<file path="src/common/bcq_pkg.sv">
// Package: constants and carrier types for the sequencer timer/queue opcodes
package bcq_pkg;

  // ********************************************
  // Widths
  // ********************************************
  localparam int DW = 16;
  localparam int AW = 16;
  localparam int RAW = 4;
  localparam int NFLAG = 8;
  localparam int OPW = 8;
  localparam int FLAG_HI_OFS = 8;

  // ********************************************
  // Opcodes (low byte of the opcode word)
  // ********************************************
  localparam logic [OPW-1:0] OPC_FLAG = 8'h0C;
  localparam logic [OPW-1:0] OPC_LOAD_TT = 8'h0D;
  localparam logic [OPW-1:0] OPC_LOAD_FT = 8'h0E;
  localparam logic [OPW-1:0] OPC_START_FT = 8'h0F;
  localparam logic [OPW-1:0] OPC_PUSH_TT = 8'h10;
  localparam logic [OPW-1:0] OPC_PUSH_BSW = 8'h11;
  localparam logic [OPW-1:0] OPC_PUSH_IMM = 8'h12;
  localparam logic [OPW-1:0] OPC_PUSH_IND = 8'h13;
  localparam logic [OPW-1:0] OPC_WAIT_TRIG = 8'h14;
  localparam logic [OPW-1:0] OPC_EXEC_FLIP = 8'h15;
  localparam logic [DW-1:0] FLIP_MASK = 16'h0010;

  // ********************************************
  // Register indices, fields and reset values
  // ********************************************
  localparam logic [RAW-1:0] REG_CONFIG = 4'h0;
  localparam logic [RAW-1:0] REG_STATUS = 4'h1;
  localparam logic [RAW-1:0] REG_INSTR_PTR = 4'h2;
  localparam logic [RAW-1:0] REG_QUEUE_PTR = 4'h3;
  localparam logic [RAW-1:0] REG_TIME_TAG = 4'h4;
  localparam logic [RAW-1:0] REG_FRAME_TIMER = 4'h5;
  localparam logic [RAW-1:0] REG_FRAME_COUNT = 4'h6;
  localparam logic [RAW-1:0] REG_GP_FLAGS = 4'h7;
  localparam int CFG_RUN_BIT = 0;
  localparam int CFG_RES_LO = 7;
  localparam int CFG_RES_HI = 9;
  localparam logic [DW-1:0] CONFIG_RST = 16'h0000;
  localparam logic [AW-1:0] PTR_RST = 16'h0000;
  localparam logic [2:0] RES_STOP = 3'h7;
  localparam logic [6:0] RES_BASE_US = 7'h40;

  // ********************************************
  // Timing
  // ********************************************
  localparam int CLK_MHZ = 100;
  localparam int US_CYC = CLK_MHZ;
  localparam int FRAME_LSB_US = 100;
  localparam int FRAME_LSB_CYC = FRAME_LSB_US * US_CYC;

  // ********************************************
  // Types
  // ********************************************
  typedef struct packed {
    logic rd;
    logic wr;
    logic [RAW-1:0] addr;
    logic [DW-1:0] wdata;
  } bcq_reg_req_t;

  typedef struct packed {
    logic rd;
    logic wr;
    logic [AW-1:0] addr;
    logic [DW-1:0] wdata;
  } bcq_mem_req_t;

  typedef enum logic [3:0] {
    S_IDLE, S_FOP, S_FPAR, S_FOPD, S_FPARD, S_EXEC, S_IND, S_INDD,
    S_PUSH, S_TRIG, S_MSG, S_FLIP, S_NEXT
  } bcq_state_t;

endpackage

</file>
<file path="src/verilog/bcq_flag_unit.sv">
// General purpose flags with per-flag set/clear/toggle pair encoding
`timescale 1ns/1ns
module bcq_flag_unit #(
  parameter int NF = bcq_pkg::NFLAG
) (
  input wire logic clock,
  input wire logic resetn,
  input wire logic clk_en,
  input wire logic apply,
  input wire logic [bcq_pkg::DW-1:0] ctl,
  output logic [NF-1:0] flags
);
  import bcq_pkg::*;

  // ********************************************
  // One flip-flop per flag, pair {n+8,n} picks the action
  // ********************************************
  for (genvar i = 0; i < NF; i++) begin : g_flag
    always_ff @(posedge clock or negedge resetn) begin
      if (!resetn) begin
        flags[i] <= 1'b0;
      end else if (clk_en && apply) begin
        case ({ctl[i+FLAG_HI_OFS], ctl[i]})
          2'h1: flags[i] <= 1'b1;
          2'h2: flags[i] <= 1'b0;
          2'h3: flags[i] <= ~flags[i];
          default: flags[i] <= flags[i];
        endcase
      end
    end
  end
endmodule

</file>
<file path="src/verilog/bcq_seq_ops.sv">
// Sequencer execution of timer, queue, trigger, flag and execute-flip opcodes
//
// Summary of operation
// - Flag pair per bit: keep, set, clear, toggle
// - Opcode 0D true loads time tag counter
// - Time tag LSB follows config bits 9..7
// - Opcode 0E true loads frame timer register
// - Opcode 0F true starts frame counter
// - Opcode 10 true pushes time tag
// - Opcode 11 true pushes last block status
// - Opcode 12 true pushes parameter word
// - Opcode 13 true pushes word at parameter
// - Opcode 14 true waits for trigger edge
// - Opcode 15 always processes message at parameter
// - After message, true condition flips parameter bit 4
// - Next pass uses flipped address; false keeps it
//
// The implementer's own choices: the register offsets and strobed register access.
`timescale 1ns/1ns
module bcq_seq_ops #(
  parameter int FRAME_TICK_CYCLES = bcq_pkg::FRAME_LSB_CYC
) (
  input wire logic clock,
  input wire logic resetn,
  input wire logic clk_en,
  input wire bcq_pkg::bcq_reg_req_t reg_req,
  output logic [bcq_pkg::DW-1:0] reg_rdata,
  output bcq_pkg::bcq_mem_req_t mem_req,
  input wire logic [bcq_pkg::DW-1:0] mem_rdata,
  input wire logic cond_true,
  input wire logic [bcq_pkg::DW-1:0] block_status,
  input wire logic external_trigger_in,
  input wire logic msg_done,
  output logic msg_start,
  output logic [bcq_pkg::AW-1:0] msg_cba,
  output logic [bcq_pkg::NFLAG-1:0] gp_flags
);
  import bcq_pkg::*;

  localparam int FDW = $clog2(FRAME_TICK_CYCLES + 1);
  localparam int UDW = $clog2(US_CYC + 1);

  bcq_state_t state;
  bcq_mem_req_t mem_req_reg;
  logic [DW-1:0] config_reg;
  logic [AW-1:0] ip_reg;
  logic [AW-1:0] gpq_ptr_reg;
  logic [DW-1:0] time_tag_reg;
  logic [DW-1:0] frame_timer_reg;
  logic [DW-1:0] frame_count_reg;
  logic frame_run_reg;
  logic [OPW-1:0] op_reg;
  logic [DW-1:0] param_reg;
  logic [DW-1:0] push_data_reg;
  logic [DW-1:0] reg_rdata_reg;
  logic msg_start_reg;
  logic [AW-1:0] msg_cba_reg;
  logic trig_prev_reg;
  logic [UDW-1:0] us_div_reg;
  logic [6:0] lsb_cnt_reg;
  logic [FDW-1:0] frame_div_reg;
  logic run;
  logic exec;
  logic [2:0] res_sel;
  logic [6:0] lsb_us;
  logic us_wrap;
  logic tt_tick;
  logic frame_tick;
  logic trig_rise;
  logic flag_apply;
  logic [DW-1:0] flag_ctl;
  logic host_wr;

  // ********************************************
  // Decode helpers
  // ********************************************
  assign run = config_reg[CFG_RUN_BIT];
  assign exec = (state == S_EXEC);
  assign host_wr = reg_req.wr;
  assign res_sel = config_reg[CFG_RES_HI:CFG_RES_LO];
  assign lsb_us = RES_BASE_US >> res_sel;
  assign us_wrap = (us_div_reg == UDW'(US_CYC - 1));
  assign tt_tick = us_wrap && (lsb_cnt_reg >= lsb_us - 7'h01) && (res_sel != RES_STOP);
  assign frame_tick = (frame_div_reg == FDW'(FRAME_TICK_CYCLES - 1));
  // Trigger input is synchronous to clock, so one flop suffices
  assign trig_rise = external_trigger_in && !trig_prev_reg;

  // ********************************************
  // Sequencer state machine
  // ********************************************
  // Fetch is pipelined: opcode and parameter reads overlap by one cycle
  always_ff @(posedge clock or negedge resetn) begin
    if (!resetn) begin
      state <= S_IDLE;
    end else if (clk_en) begin
      case (state)
        S_IDLE: state <= run ? S_FOP : S_IDLE;
        S_FOP: state <= S_FPAR;
        S_FPAR: state <= S_FOPD;
        S_FOPD: state <= S_FPARD;
        S_FPARD: state <= S_EXEC;
        S_EXEC: begin
          case (op_reg)
            OPC_PUSH_TT, OPC_PUSH_BSW, OPC_PUSH_IMM: state <= cond_true ? S_PUSH : S_NEXT;
            OPC_PUSH_IND: state <= cond_true ? S_IND : S_NEXT;
            OPC_WAIT_TRIG: state <= cond_true ? S_TRIG : S_NEXT;
            OPC_EXEC_FLIP: state <= S_MSG;
            default: state <= S_NEXT;
          endcase
        end
        S_IND: state <= S_INDD;
        S_INDD: state <= S_PUSH;
        S_PUSH: state <= S_NEXT;
        S_TRIG: state <= trig_rise ? S_NEXT : S_TRIG;
        S_MSG: begin
          if (msg_done) begin
            state <= cond_true ? S_FLIP : S_NEXT;
          end
        end
        S_FLIP: state <= S_NEXT;
        S_NEXT: state <= run ? S_FOP : S_IDLE;
        default: state <= S_IDLE;
      endcase
    end
  end

  // ********************************************
  // Opcode and parameter capture
  // ********************************************
  always_ff @(posedge clock or negedge resetn) begin
    if (!resetn) begin
      op_reg <= '0;
      param_reg <= '0;
    end else if (clk_en) begin
      if (state == S_FOPD) begin
        op_reg <= mem_rdata[OPW-1:0];
      end
      if (state == S_FPARD) begin
        param_reg <= mem_rdata;
      end
    end
  end

  // ********************************************
  // Word to push onto the queue
  // ********************************************
  always_ff @(posedge clock or negedge resetn) begin
    if (!resetn) begin
      push_data_reg <= '0;
    end else if (clk_en) begin
      if (exec && op_reg == OPC_PUSH_TT) begin
        push_data_reg <= time_tag_reg;
      end else if (exec && op_reg == OPC_PUSH_BSW) begin
        push_data_reg <= block_status;
      end else if (exec && op_reg == OPC_PUSH_IMM) begin
        push_data_reg <= param_reg;
      end else if (state == S_INDD) begin
        push_data_reg <= mem_rdata;
      end
    end
  end

  // ********************************************
  // Shared memory port, one-cycle strobes
  // ********************************************
  always_ff @(posedge clock or negedge resetn) begin
    if (!resetn) begin
      mem_req_reg <= '0;
    end else if (clk_en) begin
      mem_req_reg.rd <= 1'b0;
      mem_req_reg.wr <= 1'b0;
      case (state)
        S_FOP: begin
          mem_req_reg.rd <= 1'b1;
          mem_req_reg.addr <= ip_reg;
        end
        S_FPAR: begin
          mem_req_reg.rd <= 1'b1;
          mem_req_reg.addr <= ip_reg + 16'h0001;
        end
        S_EXEC: begin
          if (op_reg == OPC_PUSH_IND && cond_true) begin
            mem_req_reg.rd <= 1'b1;
            mem_req_reg.addr <= param_reg;
          end
        end
        S_PUSH: begin
          mem_req_reg.wr <= 1'b1;
          mem_req_reg.addr <= gpq_ptr_reg;
          mem_req_reg.wdata <= push_data_reg;
        end
        S_FLIP: begin
          mem_req_reg.wr <= 1'b1;
          mem_req_reg.addr <= ip_reg + 16'h0001;
          mem_req_reg.wdata <= param_reg ^ FLIP_MASK;
        end
        default: mem_req_reg.addr <= mem_req_reg.addr;
      endcase
    end
  end

  // ********************************************
  // Instruction and queue pointers
  // ********************************************
  // Host may move the instruction pointer only while the engine is idle
  always_ff @(posedge clock or negedge resetn) begin
    if (!resetn) begin
      ip_reg <= PTR_RST;
    end else if (clk_en) begin
      if (state == S_NEXT) begin
        ip_reg <= ip_reg + 16'h0002;
      end else if (state == S_IDLE && host_wr && reg_req.addr == REG_INSTR_PTR) begin
        ip_reg <= reg_req.wdata;
      end
    end
  end

  // A push wins over a host write in the same cycle
  always_ff @(posedge clock or negedge resetn) begin
    if (!resetn) begin
      gpq_ptr_reg <= PTR_RST;
    end else if (clk_en) begin
      if (state == S_PUSH) begin
        gpq_ptr_reg <= gpq_ptr_reg + 16'h0001;
      end else if (host_wr && reg_req.addr == REG_QUEUE_PTR) begin
        gpq_ptr_reg <= reg_req.wdata;
      end
    end
  end

  // ********************************************
  // Message hand-off
  // ********************************************
  always_ff @(posedge clock or negedge resetn) begin
    if (!resetn) begin
      msg_start_reg <= 1'b0;
      msg_cba_reg <= '0;
    end else if (clk_en) begin
      msg_start_reg <= exec && op_reg == OPC_EXEC_FLIP;
      if (exec && op_reg == OPC_EXEC_FLIP) begin
        msg_cba_reg <= param_reg;
      end
    end
  end

  // ********************************************
  // Time tag counter with selectable resolution
  // ********************************************
  always_ff @(posedge clock or negedge resetn) begin
    if (!resetn) begin
      us_div_reg <= '0;
      lsb_cnt_reg <= '0;
    end else if (clk_en) begin
      us_div_reg <= us_wrap ? '0 : us_div_reg + UDW'(1);
      if (tt_tick) begin
        lsb_cnt_reg <= '0;
      end else if (us_wrap) begin
        lsb_cnt_reg <= lsb_cnt_reg + 7'h01;
      end
    end
  end

  // Opcode load wins over a tick and over a host write
  always_ff @(posedge clock or negedge resetn) begin
    if (!resetn) begin
      time_tag_reg <= '0;
    end else if (clk_en) begin
      if (exec && op_reg == OPC_LOAD_TT && cond_true) begin
        time_tag_reg <= param_reg;
      end else if (host_wr && reg_req.addr == REG_TIME_TAG) begin
        time_tag_reg <= reg_req.wdata;
      end else if (tt_tick) begin
        time_tag_reg <= time_tag_reg + 16'h0001;
      end
    end
  end

  // ********************************************
  // Frame timer register and frame time counter
  // ********************************************
  always_ff @(posedge clock or negedge resetn) begin
    if (!resetn) begin
      frame_timer_reg <= '0;
    end else if (clk_en) begin
      if (exec && op_reg == OPC_LOAD_FT && cond_true) begin
        frame_timer_reg <= param_reg;
      end else if (host_wr && reg_req.addr == REG_FRAME_TIMER) begin
        frame_timer_reg <= reg_req.wdata;
      end
    end
  end

  // Counts down one LSB per 100 us and stops at zero
  always_ff @(posedge clock or negedge resetn) begin
    if (!resetn) begin
      frame_count_reg <= '0;
      frame_run_reg <= 1'b0;
      frame_div_reg <= '0;
    end else if (clk_en) begin
      if (exec && op_reg == OPC_START_FT && cond_true) begin
        frame_count_reg <= frame_timer_reg;
        frame_run_reg <= (frame_timer_reg != 16'h0000);
        frame_div_reg <= '0;
      end else if (frame_run_reg) begin
        frame_div_reg <= frame_tick ? '0 : frame_div_reg + FDW'(1);
        if (frame_tick) begin
          frame_count_reg <= frame_count_reg - 16'h0001;
          frame_run_reg <= (frame_count_reg != 16'h0001);
        end
      end
    end
  end

  // ********************************************
  // Trigger edge detect
  // ********************************************
  always_ff @(posedge clock or negedge resetn) begin
    if (!resetn) begin
      trig_prev_reg <= 1'b0;
    end else if (clk_en) begin
      trig_prev_reg <= external_trigger_in;
    end
  end

  // ********************************************
  // General purpose flags
  // ********************************************
  // Opcode update takes the cycle; a host write in that cycle is dropped
  assign flag_apply = (exec && op_reg == OPC_FLAG) || (host_wr && reg_req.addr == REG_GP_FLAGS);
  assign flag_ctl = (exec && op_reg == OPC_FLAG) ? param_reg : reg_req.wdata;

  bcq_flag_unit #(
    .NF(NFLAG)
  ) u_flags (
    .clock(clock),
    .resetn(resetn),
    .clk_en(clk_en),
    .apply(flag_apply),
    .ctl(flag_ctl),
    .flags(gp_flags)
  );

  // ********************************************
  // Configuration and register read port
  // ********************************************
  always_ff @(posedge clock or negedge resetn) begin
    if (!resetn) begin
      config_reg <= CONFIG_RST;
    end else if (clk_en && host_wr && reg_req.addr == REG_CONFIG) begin
      config_reg <= reg_req.wdata;
    end
  end

  // Read data stand only in the cycle after the read strobe
  always_ff @(posedge clock or negedge resetn) begin
    if (!resetn) begin
      reg_rdata_reg <= '0;
    end else if (clk_en) begin
      reg_rdata_reg <= '0;
      if (reg_req.rd) begin
        case (reg_req.addr)
          REG_CONFIG: reg_rdata_reg <= config_reg;
          REG_STATUS: reg_rdata_reg <= {12'h000, frame_run_reg, state == S_MSG, state == S_TRIG, state != S_IDLE};
          REG_INSTR_PTR: reg_rdata_reg <= ip_reg;
          REG_QUEUE_PTR: reg_rdata_reg <= gpq_ptr_reg;
          REG_TIME_TAG: reg_rdata_reg <= time_tag_reg;
          REG_FRAME_TIMER: reg_rdata_reg <= frame_timer_reg;
          REG_FRAME_COUNT: reg_rdata_reg <= frame_count_reg;
          REG_GP_FLAGS: reg_rdata_reg <= {8'h00, gp_flags};
          default: reg_rdata_reg <= '0;
        endcase
      end
    end
  end

  assign reg_rdata = reg_rdata_reg;
  assign mem_req = mem_req_reg;
  assign msg_start = msg_start_reg;
  assign msg_cba = msg_cba_reg;
endmodule

</file>
<file path="config.mk">
export PLATFORM = sky130hd
export DESIGN_NAME = bcq_seq_ops
export DESIGN_NICKNAME = d
export VERILOG_FILES = /design/src/common/bcq_pkg.sv /design/src/verilog/bcq_flag_unit.sv /design/src/verilog/bcq_seq_ops.sv
export SDC_FILE = /design/constraint.sdc
export NUM_CORES = 1
export LEC_CHECK = 0
export CAP_MARGIN = 20
export CORE_UTILIZATION = 50
export CTS_BUF_LIST = sky130_fd_sc_hd__clkbuf_4 sky130_fd_sc_hd__clkbuf_8
export DETAILED_ROUTE_END_ITERATION = 16
export DONT_BUFFER_PORTS = 1
export GPL_TIMING_DRIVEN = 0
export PLACE_DENSITY = 0.68
export SLEW_MARGIN = 20
export SYNTH_ARGS = -nofsm -noshare
export SYNTH_HDL_FRONTEND = slang
export SYNTH_SLANG_ARGS = --single-unit
</file>
<file path="constraint.sdc">
create_clock -name clock -period 3.3 [get_ports clock]
set_input_delay 0.66 -clock clock [delete_from_list [all_inputs] [get_ports clock]]
set_output_delay 0.66 -clock clock [all_outputs]
set_load 0.02 [all_outputs]
</file>
==> flow_metrics.py, run 1 <==
metrics = {
    "clock_network": {
        "clkLatencyLatePin_ns": 0.60,
        "cts_tree": "built",
        "cts_buffer_depth": 3,
        "cts_buffers": 43,
        "root_buffer": "clkbuf_8",
        "clock-sinks": 245,
        "clk_pin_slew_ns": 0.07,
        "htree_levels": 2,
    },
    "timing": {
        "whs_ns": -0.214,
        "fin_crit_sh": 0.969,
        "worstMarginPinSlew_ns": 1.09,
        "slew_viol_final": 0,
        "layout_min_cycle_time_ns": 3.20,
        "slew_headroom": 0.272,
        "setup_viol": 0,
        "fmax_ghz": 0.313,
        "clock_skew_ns": 0.0451,
        "hold_viol_final": 245,
    },
    "global_routing": {
        "grt_pass1_vias": 12400,
        "track_usage": 0.347,
        "grt_use_met3": 0.0984,
        "top_usage_layer": "met2",
        "grt-ovfl-total": 0,
        "grt_antenna_before_repair": 0,
        "met2_usage": 0.510,
        "grt_max_degree": 246,
        "grt_pass1_wl_mm": 75.6,
        "use_met1": 0.467,
    },
    "critical_path": {
        "required_ns": 3.75,
        "crit_buf_inv": 1,
        "rrSetupSlack_ns": 0.10,
        "path_max_fanout": 10,
        "path_class": "register to register",
        "crit_family": "compound AO/OA/AOI/OAI gates",
        "crit_chain": "nand2b_4 > or2_4 > ha_4 > or3_1 > a21oi_2 > a31oi_1 > ha_1 > a21o_1 > a31oi_2 > o22ai_2 > o21a_1 > buf_6 > mux2_2",
        "end_kind": "register",
        "slowest_delay_ns": 0.45,
        "cp_slowest_cell": "dfrtp_2",
        "r2r-start": "config_reg[7]$_DFFE_PN0P_",
        "r2r_cells": 13,
        "worst_setup_path_start_kind": "register",
        "r2r-end": "time_tag_reg[4]$_DFFE_PN0P_",
        "arrival_ns": 3.65,
    },
    "floorplanning": {
        "io_pins": 135,
        "core_sq_um": 27800,
        "die_h_um": 170,
        "start_util": 0.507,
        "row_count": 61,
        "dieArea_sq_um": 28800,
        "die_w_um": 170,
    },
    "drt": {
        "ant_nets": 0,
        "drt_iter0_markers": 1638,
        "postRouteWirelength_mm": 49.7,
        "drtPass1Iterations": 6,
        "viasPerCell": 6.64,
        "wl_per_cell_um": 25.3,
        "vias": 13000,
        "drc_errors": 0,
    },
    "worst_hold_path": {
        "min_path_type": "input pin to async pin",
    },
    "synth": {
        "avgSynthCellArea_sq_um": 9.40,
        "postSynth.asyncResetShare": 1.00,
        "yosysSeqAreaShare": 0.435,
        "synth_cell_types": 83,
        "yosys.area_share.adder": 0.0151,
        "synth-seq-cells": 245,
        "synthMuxAreaShare": 0.104,
        "syn_nets": 1576,
        "synthSimpleGateAreaFrac": 0.157,
        "yosys_most_used_dff": "dfrtp_1",
        "synth_edf_count": 0,
        "syn_inst": 1499,
        "syn_area_sq_um": 14100,
        "yosys_warnings": 0,
        "synth_top_family_by_area": "compound AO/OA/AOI/OAI gates",
        "synth_compound_area_frac": 0.225,
        "synth-xor-area-share": 0.0193,
    },
    "outcome": {
        "status": "complete, but fails checks",
        "violations": "hold timing",
    },
    "final_layout": {
        "final_common_cell": "dfrtp_1",
        "fin_area_sq_um": 15600,
        "largest_register_ffs": 34,
        "syn_to_final_growth_pct": 10.9,
        "nNetsFinal": 1627,
        "layout-drive-gt1-share": 0.130,
        "utilization": 0.562,
        "layout_common_cells": "dfrtp_1, o21ai_0, nand2_1, a21oi_1, nor2_1",
    },
    "power_and_ir_drop": {
        "total_power_mw": 11.2,
        "powerDensity_nw_per_um2": 718,
        "p_leak_nw": 6.70,
        "ir_worst_vdd_mv": 0.418,
    },
    "place": {
        "gp_congestion": 0.981,
        "portBuffers": 0,
        "dp_hpwl_mm": 35.4,
        "dpl_cell_area_sq_um": 14600,
    },
    "flow_run": {
        "maxCapViolCount": 0,
    },
}
layer usage:
| metal | part of all wire | up-vias | routed length, um |
|---|---|---|---|
| li1 | - | 5724 | - |
| met1 | 0.40 | 6350 | 19700 |
| met2 | 0.43 | 776 | 21300 |
| met3 | 0.12 | 171 | 5940 |
| met4 | 0.053 | 0 | 2640 |
| met5 | 0 | - | 0 |
where the power goes:
group	internal [mW]	total [mW]	switching, mW
Clock	1.74	3.06	1.32
Combinational	1.23	3.05	1.82
Sequential	3.74	5.10	1.36
Total	6.71	11.2	4.50
kinds of logic after synthesis:
kind of cell | Yosys count
mux | 138
simple gates | 440
flops | 245
buf+inv | 149
fa+ha+maj | 17
compound gates | 479
xor+xnor | 31
cell usage after synthesis (21+ instances only):
cell        n  share of area
dfrtp_1   245           0.44
o21ai_0   141          0.050
nand2_1   131          0.035
a21oi_1   100          0.036
nor2_1     87          0.023
clkbuf_1   81          0.022
mux2i_1    75          0.053
mux2_2     63          0.050
nand3_1    59          0.021
a22oi_1    33          0.018
inv_1      33         0.0088
nor3_1     30          0.011
a221o_1    24          0.017
and3_1     23          0.010
buf_2      23         0.0082
nand4_1    22         0.0098
a31oi_1    21         0.0093
how the worst max path moves through the flow:
stage	from	to	cells past startpoint
finish	config_reg[7]$_DFFE_PN0P_	time_tag_reg[4]$_DFFE_PN0P_	13
global route	config_reg[7]$_DFFE_PN0P_	time_tag_reg[4]$_DFFE_PN0P_	13
CTS	config_reg[7]$_DFFE_PN0P_	time_tag_reg[4]$_DFFE_PN0P_	13
detailed placement	config_reg[9]$_DFFE_PN0P_	time_tag_reg[4]$_DFFE_PN0P_	14
global placement	config_reg[9]$_DFFE_PN0P_	time_tag_reg[5]$_DFFE_PN0P_	14
floorplan	config_reg[7]$_DFFE_PN0P_	time_tag_reg[4]$_DFFE_PN0P_	14
through the flow:
stage	setup WS, ns	cells	TNS (ns)
final	0.102	1961	0
after floorplan	0.0765	1499	0
after detailed placement	-0.522	1877	-7.35
after CTS	0.00924	1954	0
after global routing	-0.00145	1959	-0.00145
after global placement	-0.413	1877	-4.95
area by class of cell:
cell class              count  area (sq um)
fillers                  2567         12200
multi-input cells        1105          7390
flip-flops and latches    245          6130
clock buffers              69           862
plain buffers             114           499
well taps                 378           473
inverters                  33           124
clock inverters             7          73.8
repair buffers              8          60.1
diodes                      2          5.00
repair_timing:
action / CTS / global route
pin swaps: 2 / 3
setup buffers: 3 / 5
setup endpoints to repair: 23 / 28
resized for setup: 6 / 9
endpoints found under the hold margin: 245 / 245
(Power assumes the default switching activity.)
==> inputs of run 2 (changes only) <==
--- a/config.mk
+++ b/config.mk
@@ -5,13 +5,13 @@
 export SDC_FILE = /design/constraint.sdc
 export NUM_CORES = 1
 export LEC_CHECK = 0
+export BUFFER_PORTS_ARGS = -buffer_cell sky130_fd_sc_hd__buf_4
 export CAP_MARGIN = 20
 export CORE_UTILIZATION = 50
 export CTS_BUF_LIST = sky130_fd_sc_hd__clkbuf_4 sky130_fd_sc_hd__clkbuf_8
 export DETAILED_ROUTE_END_ITERATION = 16
-export DONT_BUFFER_PORTS = 1
 export GPL_TIMING_DRIVEN = 0
-export PLACE_DENSITY = 0.68
+export PLACE_DENSITY = 0.72
 export SLEW_MARGIN = 20
 export SYNTH_ARGS = -nofsm -noshare
 export SYNTH_HDL_FRONTEND = slang
==> run 2 against run 1 <==
Effect of this change: the flow now finishes without violations; highest routed layer unchanged; count of clock-buffer cells in the layout increased by 1; die area unchanged; via count increased by 4.7%; utilization increased by 3.8 points.
==> flow_metrics.py, run 2 (synthesized netlist as in run 1, its figures left out) <==
metrics = {
    "critical_path": {
        "path_max_fanout": 10,
        "required_ns": 3.76,
        "rrSetupSlack_ns": 0.09,
        "endpoint": "time_tag_reg[5]$_DFFE_PN0P_",
        "r2r-end": "time_tag_reg[5]$_DFFE_PN0P_",
        "critical_path.startpoint": "config_reg[7]$_DFFE_PN0P_",
        "worst_setup_path_start_kind": "register",
        "r2r_cells": 13,
        "path_class": "register to register",
        "arrival_ns": 3.67,
        "r2r-start": "config_reg[7]$_DFFE_PN0P_",
        "end_kind": "register",
    },
    "timing": {
        "slew_headroom": 0.305,
        "worstMarginPinSlew_ns": 1.04,
        "fin_ws_ns": 0.0880,
        "setup_tns_ns": 0,
        "hold_viol_final": 0,
        "fin_crit_sh": 0.973,
        "clock_skew_ns": 0.0457,
        "layout_min_cycle_time_ns": 3.21,
        "slew_viol_final": 0,
        "setup_viol": 0,
        "fmax_ghz": 0.311,
    },
    "clock_network": {
        "cts_tree": "built",
        "clock-sinks": 245,
        "cts_buffers": 43,
        "htree_levels": 2,
        "clkLatencyLatePin_ns": 0.59,
        "root_buffer": "clkbuf_8",
        "cts_buffer_depth": 3,
        "clk_pin_slew_ns": 0.06,
    },
    "drt": {
        "viasPerCell": 6.51,
        "drtPass1Iterations": 7,
        "postRouteWirelength_mm": 50.3,
        "drc_errors": 0,
        "ant_nets": 0,
        "wl_per_cell_um": 24.0,
        "drt_iter0_markers": 1868,
        "vias": 13600,
    },
    "place": {
        "gp_congestion": 1.01,
        "portBuffers": 132,
        "dp_slack_ns": -0.482,
        "dp_hpwl_mm": 36.7,
        "dpl_cell_area_sq_um": 15600,
    },
    "global_routing": {
        "grt_pass1_vias": 13000,
        "grt-ovfl-total": 0,
        "grt_pass1_wl_mm": 76.3,
        "track_usage": 0.350,
        "grt_max_degree": 96,
        "grt_antenna_before_repair": 2,
    },
    "floorplanning": {
        "start_util": 0.507,
        "io_pins": 135,
        "row_count": 61,
        "die_w_um": 170,
        "core_sq_um": 27800,
        "dieArea_sq_um": 28800,
        "die_h_um": 170,
    },
    "power_and_ir_drop": {
        "total_power_mw": 11.8,
        "p_leak_nw": 7.41,
        "powerDensity_nw_per_um2": 705,
        "ir_worst_vdd_mv": 0.492,
    },
    "final_layout": {
        "syn_to_final_growth_pct": 18.4,
        "nNetsFinal": 1760,
        "largest_register_ffs": 34,
        "fin_area_sq_um": 16700,
        "layout_common_cells": "dfrtp_1, o21ai_0, buf_4, nand2_1, a21oi_1",
        "final_common_cell": "dfrtp_1",
        "layout-drive-gt1-share": 0.198,
    },
    "flow_run": {
        "maxCapViolCount": 0,
    },
    "outcome": {
        "status": "finished clean",
    },
    "worst_hold_path": {
        "min_path_type": "input pin to async pin",
    },
}
-- run 2: where the power goes --
group          leakage, nW  switching [mW]  internal [mW]
clock network        0.520            1.35           1.80
logic                 3.74            2.25           1.50
registers             3.15            1.10           3.75
-- run 2: through the flow --
step	hold slack [ns]	util	std cells
floorplan	0.364	-	1499
global placement	0.470	0.560	2009
detailed placement	0.471	0.562	2011
CTS	0.0907	0.598	2090
global route	0.120	0.600	2094
finish	0.0786	0.600	2095
-- run 2: metal layers --
layer / GRT usage / wire length (um) / up-vias
li1: - / - / 5978
met1: 0.482 / 20100 / 6637
met2: 0.530 / 21900 / 864
met3: 0.0867 / 6280 / 149
met4: 0.134 / 2010 / 0
met5: 0 / 0 / -
-- run 2: repair_timing --
item,CTS,global route
hold buffers,0,0
gates resized for setup,5,8
pin swaps,2,2
endpoints found under the setup margin,23,22
setup buffers,3,4
-- run 2: critical path, stage by stage, from the launching register on --
cell and delay (ns):
dfrtp_2 0.44, nand2b_4 0.16, or2_4 0.24, ha_4 0.18, or3_1 0.38, a21oi_2 0.15
a31oi_1 0.06, ha_1 0.33, a21o_1 0.17, a31oi_2 0.16, o22ai_2 0.15, o21a_1 0.23
buf_6 0.16, mux2_2 0.27
-- run 2: worst min-delay path by stage --
stage                             from                    endpoint  slack (ns)  cells past startpoint
3_3_place_gp    mem_req[4]$_DFFE_PN0P_      mem_req[4]$_DFFE_PN0P_        0.47                      2
2_1_floorplan                   resetn   config_reg[0]$_DFFE_PN0P_        0.36                      0
5_1_grt                         resetn       msg_start$_DFFE_PN0P_        0.12                      1
6_report                        resetn     msg_cba[15]$_DFFE_PN0P_        0.08                      1
4_1_cts                         resetn  lsb_cnt_reg[5]$_DFFE_PN0P_        0.09                      1
3_5_place_dp   mem_req[25]$_DFFE_PN0P_     mem_req[25]$_DFFE_PN0P_        0.47                      2
-- run 2: area by class of cell --
cell class	count	area, sq um
Antenna cell	1	2.50
Timing Repair Buffer	141	1110
Clock buffer	70	895
Fill cell	2478	11100
Sequential cell	245	6130
Buffer	114	499
Clock inverter	8	78.8
Tap cell	378	473
Inverter	33	124
Multi-Input combinational cell	1105	7370
